File: src/agc_loop_pkg.sv
package agc_loop_pkg;

   ////////////////////////////////////////////////////////////////////////////
   // Register indices (word addresses on the plain port)
   localparam logic [3:0] ADDR_THRESH_GAINS = 4'h8;
   localparam logic [3:0] ADDR_LIMITS       = 4'h9;
   localparam logic [3:0] ADDR_SAMPLE_STB   = 4'ha;
   localparam logic [3:0] ADDR_SAMPLED_GAIN = 4'hb;
   localparam logic [3:0] ADDR_LIVE_GAIN    = 4'hc;

   ////////////////////////////////////////////////////////////////////////////
   // Field positions
   localparam int SYNC_LOAD_BIT  = 29;
   localparam int THRESH_MSB     = 28;
   localparam int THRESH_LSB     = 16;
   localparam int SET1_MANT_MSB  = 15;
   localparam int SET1_MANT_LSB  = 12;
   localparam int SET1_EXP_MSB   = 11;
   localparam int SET1_EXP_LSB   = 8;
   localparam int SET0_MANT_MSB  = 7;
   localparam int SET0_MANT_LSB  = 4;
   localparam int SET0_EXP_MSB   = 3;
   localparam int SET0_EXP_LSB   = 0;
   localparam int UPPER_MSB      = 27;
   localparam int UPPER_LSB      = 16;
   localparam int LOWER_MSB      = 11;
   localparam int LOWER_LSB      = 0;

   ////////////////////////////////////////////////////////////////////////////
   // Reset values and masks
   localparam logic [31:0] THRESH_GAINS_RESET = 32'h0000_0000;
   localparam logic [31:0] LIMITS_RESET       = 32'h0fff_0000;
   localparam logic [31:0] THRESH_GAINS_MASK  = 32'h3fff_ffff;
   localparam logic [31:0] LIMITS_MASK        = 32'h0fff_0fff;
   localparam logic [11:0] GAIN_RESET         = 12'h000;

   ////////////////////////////////////////////////////////////////////////////
   // Arithmetic widths
   localparam int GAIN_W  = 12;
   localparam int FRAC_W  = 16;
   localparam int ACC_W   = GAIN_W + FRAC_W;
   localparam int MAG_W   = 13;
   localparam int SHIFT_BASE = 15;

endpackage

File: src/agc_loop_config.sv
// The implementer's own choices: the register offsets and the plain strobed port.
`timescale 1ns/1ps
module agc_loop_config
(
   input  wire logic                  i_clk,
   input  wire logic                  i_rst,
   input  wire logic                  i_ce,
   input  wire logic [3:0]            i_addr,
   input  wire logic [31:0]           i_wdata,
   input  wire logic                  i_wr,
   input  wire logic                  i_rd,
   output logic      [31:0]           o_rdata,
   input  wire logic                  i_filter_sync_pin,
   input  wire logic                  i_loop_gain_set_select,
   input  wire logic                  i_sample_valid,
   input  wire logic [12:0]           i_magnitude,
   output logic      [11:0]           o_gain,
   output logic      [11:0]           o_sampled_gain
);

   ////////////////////////////////////////////////////////////////////////////
   // State
   logic [31:0]                       thresh_gains;
   logic [31:0]                       limits;
   logic [27:0]                       acc;
   logic [11:0]                       sampled;
   logic [31:0]                       rdata;
   logic [1:0]                        sync_meta;
   logic [1:0]                        sel_meta;
   logic                              sync_prev;
   logic [31:0]                       next_thresh_gains;
   logic [31:0]                       next_limits;
   logic [27:0]                       next_acc;
   logic [11:0]                       next_sampled;
   logic [31:0]                       next_rdata;
   logic                              next_sync_prev;

   ////////////////////////////////////////////////////////////////////////////
   // Saturate a wide signed value into the limit window
   function automatic logic [27:0] clamp(input logic signed [31:0] v,
                                          input logic [11:0] lo,
                                          input logic [11:0] hi);
      logic signed [31:0] lo_w;
      logic signed [31:0] hi_w;
      lo_w = $signed({4'h0, lo, 16'h0000});
      hi_w = $signed({4'h0, hi, 16'h0000});
      if (v < lo_w)
         clamp = lo_w[27:0];
      else if (v > hi_w)
         clamp = hi_w[27:0];
      else
         clamp = v[27:0];
   endfunction

   ////////////////////////////////////////////////////////////////////////////
   // Loop arithmetic
   logic [3:0]                        mant;
   logic [3:0]                        expo;
   logic signed [14:0]                gain_err;
   logic signed [31:0]                step;
   logic signed [31:0]                sum;
   logic [11:0]                       upper;
   logic [11:0]                       lower;
   logic                              sync_edge;

   always_comb
   begin
      upper = limits[agc_loop_pkg::UPPER_MSB:agc_loop_pkg::UPPER_LSB];
      lower = limits[agc_loop_pkg::LOWER_MSB:agc_loop_pkg::LOWER_LSB];
      if (sel_meta[1])
      begin
         mant = thresh_gains[agc_loop_pkg::SET1_MANT_MSB:agc_loop_pkg::SET1_MANT_LSB];
         expo = thresh_gains[agc_loop_pkg::SET1_EXP_MSB:agc_loop_pkg::SET1_EXP_LSB];
      end
      else
      begin
         mant = thresh_gains[agc_loop_pkg::SET0_MANT_MSB:agc_loop_pkg::SET0_MANT_LSB];
         expo = thresh_gains[agc_loop_pkg::SET0_EXP_MSB:agc_loop_pkg::SET0_EXP_LSB];
      end
      gain_err = $signed({{2{thresh_gains[agc_loop_pkg::THRESH_MSB]}},
                 thresh_gains[agc_loop_pkg::THRESH_MSB:agc_loop_pkg::THRESH_LSB]})
                 - $signed({2'b00, i_magnitude});
      // Error times mantissa times 16 in accumulator fractional units, then shifted right by 15 minus the exponent
      step = (32'(gain_err) * $signed({28'h0000000, mant})) <<< 4;
      step = step >>> (4'(agc_loop_pkg::SHIFT_BASE) - expo);
      sum = $signed({4'h0, acc}) + step;
      sync_edge = sync_meta[1] & ~sync_prev;
   end

   ////////////////////////////////////////////////////////////////////////////
   // Next-state logic
   always_comb
   begin
      next_thresh_gains = thresh_gains;
      next_limits = limits;
      next_acc = acc;
      next_sampled = sampled;
      next_rdata = 32'h0000_0000;
      next_sync_prev = sync_meta[1];
      if (i_wr)
      begin
         unique case (i_addr)
            agc_loop_pkg::ADDR_THRESH_GAINS:
               next_thresh_gains = i_wdata & agc_loop_pkg::THRESH_GAINS_MASK;
            agc_loop_pkg::ADDR_LIMITS:
               next_limits = i_wdata & agc_loop_pkg::LIMITS_MASK;
            agc_loop_pkg::ADDR_SAMPLE_STB:
               next_sampled = acc[27:16];
            default:
               next_sampled = sampled;
         endcase
      end
      if (i_rd)
      begin
         unique case (i_addr)
            agc_loop_pkg::ADDR_THRESH_GAINS: next_rdata = thresh_gains;
            agc_loop_pkg::ADDR_LIMITS:       next_rdata = limits;
            agc_loop_pkg::ADDR_SAMPLED_GAIN: next_rdata = {20'h00000, sampled};
            agc_loop_pkg::ADDR_LIVE_GAIN:    next_rdata = {20'h00000, acc[27:16]};
            default:                         next_rdata = 32'h0000_0000;
         endcase
      end
      if (sync_edge && thresh_gains[agc_loop_pkg::SYNC_LOAD_BIT])
         next_acc = clamp($signed({4'h0, acc[27:16], 16'h0000}), lower, upper);
      else if (i_sample_valid)
         next_acc = clamp(sum, lower, upper);
      else
         next_acc = clamp($signed({4'h0, acc}), lower, upper);
   end

   ////////////////////////////////////////////////////////////////////////////
   // Registers, all on the processing clock
   always_ff @(posedge i_clk or posedge i_rst)
   begin
      if (i_rst)
      begin
         thresh_gains <= agc_loop_pkg::THRESH_GAINS_RESET;
         limits <= agc_loop_pkg::LIMITS_RESET;
         acc <= 28'h0000000;
         sampled <= agc_loop_pkg::GAIN_RESET;
         rdata <= 32'h0000_0000;
         sync_meta <= 2'h0;
         sel_meta <= 2'h0;
         sync_prev <= 1'b0;
         o_gain <= agc_loop_pkg::GAIN_RESET;
      end
      else if (i_ce)
      begin
         thresh_gains <= next_thresh_gains;
         limits <= next_limits;
         acc <= next_acc;
         sampled <= next_sampled;
         rdata <= next_rdata;
         sync_meta <= {sync_meta[0], i_filter_sync_pin};
         sel_meta <= {sel_meta[0], i_loop_gain_set_select};
         sync_prev <= next_sync_prev;
         o_gain <= next_acc[27:16];
      end
   end

   assign o_rdata = rdata;
   assign o_sampled_gain = sampled;

endmodule

File: config.mk
export PLATFORM = sky130hd
export DESIGN_NAME = agc_loop_config
export DESIGN_NICKNAME = d
export VERILOG_FILES = /design/src/agc_loop_pkg.sv /design/src/agc_loop_config.sv
export SDC_FILE = /design/constraint.sdc
export NUM_CORES = 1
export LEC_CHECK = 0
export ABC_AREA = 1
export BUFFER_PORTS_ARGS = -buffer_cell sky130_fd_sc_hd__buf_2
export CAP_MARGIN = 20
export CORE_UTILIZATION = 55
export DETAILED_ROUTE_END_ITERATION = 12
export MAX_ROUTING_LAYER = met4
export PLACE_DENSITY = 0.77
export SKIP_LAST_GASP = 1
export SLEW_MARGIN = 5
export SYNTH_ARGS = -nofsm -noshare
export SYNTH_HDL_FRONTEND = slang
export SYNTH_SLANG_ARGS = --single-unit
export TNS_END_PERCENT = 1
File: constraint.sdc
create_clock -name i_clk -period 8.4 [get_ports i_clk]
set_input_delay 0.84 -clock i_clk [delete_from_list [all_inputs] [get_ports i_clk]]
set_output_delay 0.84 -clock i_clk [all_outputs]
set_load 0.01 [all_outputs]
==> results by group <==
Status
  – Status: finished with violations
  – Failing checks: negative setup slack

Placed design
  – Placed cell area: 15400 um^2
  – DP HPWL: 31000 um
  – Gpl congestion: between 0.9 and 1
  – Dpl ws: -1.21 ns
  – Dpl cells: ~2400
  – I/O Buffers: between 100 and 150

STA
  – Final WS setup: -0.675 ns
  – Final setup fails: 28
  – Final Max Tran Viols: 0
  – Final hold slack: 0.486 ns
  – RSZ-0062 raised after global routing: true
  – Post-layout min period: roughly 9.1 ns
  – Worst rel slew slack: a little under a third
  – Final period util: 108%
  – Max Clk Rate: ~0.11 GHz
  – Fin. Hold Viols: 0
  – Clock Skew: 0.0220 ns
  – Slew of the pin with the lowest slew margin: between 1 and 1.5 ns

Final layout
  – Fillcell total: 1676
  – Layout cells sized above 1: between 30% and 40%
  – Post-Layout Cell Count: between 2000 and 3000
  – Antenna cell count: 0
  – Most frequent cells in the layout: nand2_1 (369), inv_1 (304), buf_4 (261)
  – Post-route cell area: 17100 um^2
  – Fin nets: roughly 2400
  – Synth-to-layout area growth: 32.4%
  – Most common cell after layout, fill and taps aside: nand2_1

Critical path
  – Reg-to-Reg Start: thresh_gains[17]
  – Worst setup path start: i_magnitude[2]
  – WS Path Type: primary input to flop
  – Setup crit end kind: flop
  – CP peak stage delay: ~0.5 ns
  – Most used cell, CP: o21ai_2
  – CP arrival: between 9 and 10 ns
  – Worst path slowest cell: fa_1
  – Max Fanout on Critical Path: 8
  – Critical path startpoint category: primary input
  – Req. time, crit path: around 8.8 ns

Detailed routing
  – Drt first pass iters: 6
  – 1st-iter DRT viols: roughly 1100
  – Number of vias per cell: about 5.6
  – DR WL met2: a little over 20000 um
  – ANT nets after route: 0
  – Number of remaining DRC errors: 0
  – Final wirelength: roughly 43000 um
  – WL met3: 3380 um
  – Highest routing layer actually used: met4
  – M1 wire length: 16800 um
  – Routed len/inst: between 15 and 20 um
  – Via count: 14100

Floorplan
  – Core Rows: 55
  – Die X: around 160 um
  – Core area: 22800 um^2
  – Initial core utilization: 56.6%
  – IO Count: about 110
  – Die height: between 150 and 200 um
  – Die ar.: ~24000 um^2

CTS
  – Clock Path Buffers: 2
  – Total CTS buffers: 17
  – Clk_lat worst skew: 0.44 ns
  – Reg clk slew, reported paths: approximately 0.080 ns
  – Root Buffer: clkbuf_16
  – Hold-fix buffers, CTS: 0
  – H-tree levels: 4
  – Clock sinks: around 130
  – CTS tree: yes

Synthesis
  – Number of distinct library cells after synthesis: 58
  – EDFF count, synth: 0
  – Main synth FF type: dfrtp_1
  – Flip-flop and latch count after synthesis: 129
  – Asr flop ratio synth: 100%
  – Synthesized area: around 13000 um^2
  – Post-synthesis instance total: ~1900
  – Yosys Warn Count: 0
  – Register area share after synthesis: approximately a quarter
  – Syn Area/Cell: about 7 um^2

Min path
  – Hold Crit Start: sync_meta[0]
  – HP Class: flop to flop

Job
  – Max cap viols: 0

GRT
  – Initial antenna violation count: 0
  – Pin count of the biggest net entering global routing: 73
  – First-pass GRT wire length: between 60000 and 70000 um
  – Vias in the first global route: 13700
  – GR Overflow Total: 0
  – GR Util All Layers: a little under two fifths
## path summary, 6_finish.rpt
path / endpoint / slack [ns] / cells past startpoint
min: sync_meta[1] / 0.49 / 2
max in group asynchronous: acc[15] / 6.43 / 3
min in group asynchronous: o_rdata[14] / 0.53 / 2
max: acc[14] / -0.67 / 57
min reg2reg: sync_meta[1] / 0.49 / 2
max reg2reg: acc[14] / -0.67 / 56
## metal layers
layer  vias to the layer above  GRT usage (%)
li1                       6630              -
met1                      6559           43.3
met2                       704           60.6
met3                       184           5.93
met4                         0           18.7
met5                         -              -
## synth_stat cells, types with 14 or more instances
| cell | number | area (um^2) |
|---|---|---|
| nand2_1 | 408 | 1530 |
| inv_1 | 317 | 1190 |
| o21ai_0 | 172 | 861 |
| ha_1 | 127 | 1590 |
| a21oi_1 | 123 | 616 |
| nor2_1 | 123 | 462 |
| dfrtp_1 | 117 | 2930 |
| nand3_1 | 112 | 561 |
| clkbuf_1 | 46 | 173 |
| fa_1 | 33 | 661 |
| xor2_1 | 28 | 245 |
| buf_4 | 16 | 120 |
| nand2_2 | 16 | 100 |
| xnor2_1 | 16 | 140 |
| o22ai_1 | 15 | 93.8 |
| o21ai_1 | 14 | 70.1 |
## registers in the layout, summed over array words and instances, names as in the netlist
register	cells
thresh_gains	30
sel_meta	2
sync_prev	1
o_rdata	30
limits	24
acc	28
sync_meta	2
o_sampled_gain	12
## through the flow
stage          util [%]  TNS, ns
2_1_floorplan         -    -5.99
3_3_place_gp       67.3   -24.16
3_5_place_dp       67.3   -32.27
4_1_cts            73.2    -4.56
5_1_grt            74.9   -30.30
6_report           74.9   -17.93
## final cells by class
class	count	area [um^2]	share of cell area, %
flip-flops and latches	129	3240	18.9
clock inverters	15	178	1.04
repair buffers	378	2670	15.6
multi-input cells	1332	9000	52.6
well taps	313	392	2.29
inverters	319	1210	7.05
clock buffers	17	425	2.48
## timing repair
| action | 4_1_cts | 5_1_grt |
|---|---|---|
| resized for setup | 118 | 62 |
| cloned | 2 | 0 |
| hold endpoints to repair | 0 | 0 |
| setup endpoints to repair | 28 | 28 |
| setup buffers | 32 | 12 |
| pin swaps | 87 | 72 |
## critical path: cells and delay by family
| family | cells | cell delay, ns |
|---|---|---|
| AND/OR/NAND/NOR | 27 | 3.21 |
| adder cells (fa/ha/maj) | 7 | 2.47 |
| AO/OA/AOI/OAI | 12 | 1.65 |
| buffers and inverters | 9 | 0.90 |
| XOR/XNOR | 2 | 0.34 |
## cell families (layout without fill, tap and decap cells)
logic type      after synthesis  after routing  share of synthesized area [%]
simple gates                726            726                           24.7
compound gates              398            398                           17.6
buf+inv                     391            729                           12.1
fa+ha+maj                   160            160                           17.4
flops                       129            129                           25.1
xor+xnor                     44             44                           2.98
mux                           2              2                          0.164
other cells                   1              2                         0.0290
Power is left out: the tool's default activity adds up to more than one toggle a clock period on the data nets, which glitch-free logic cannot reach.
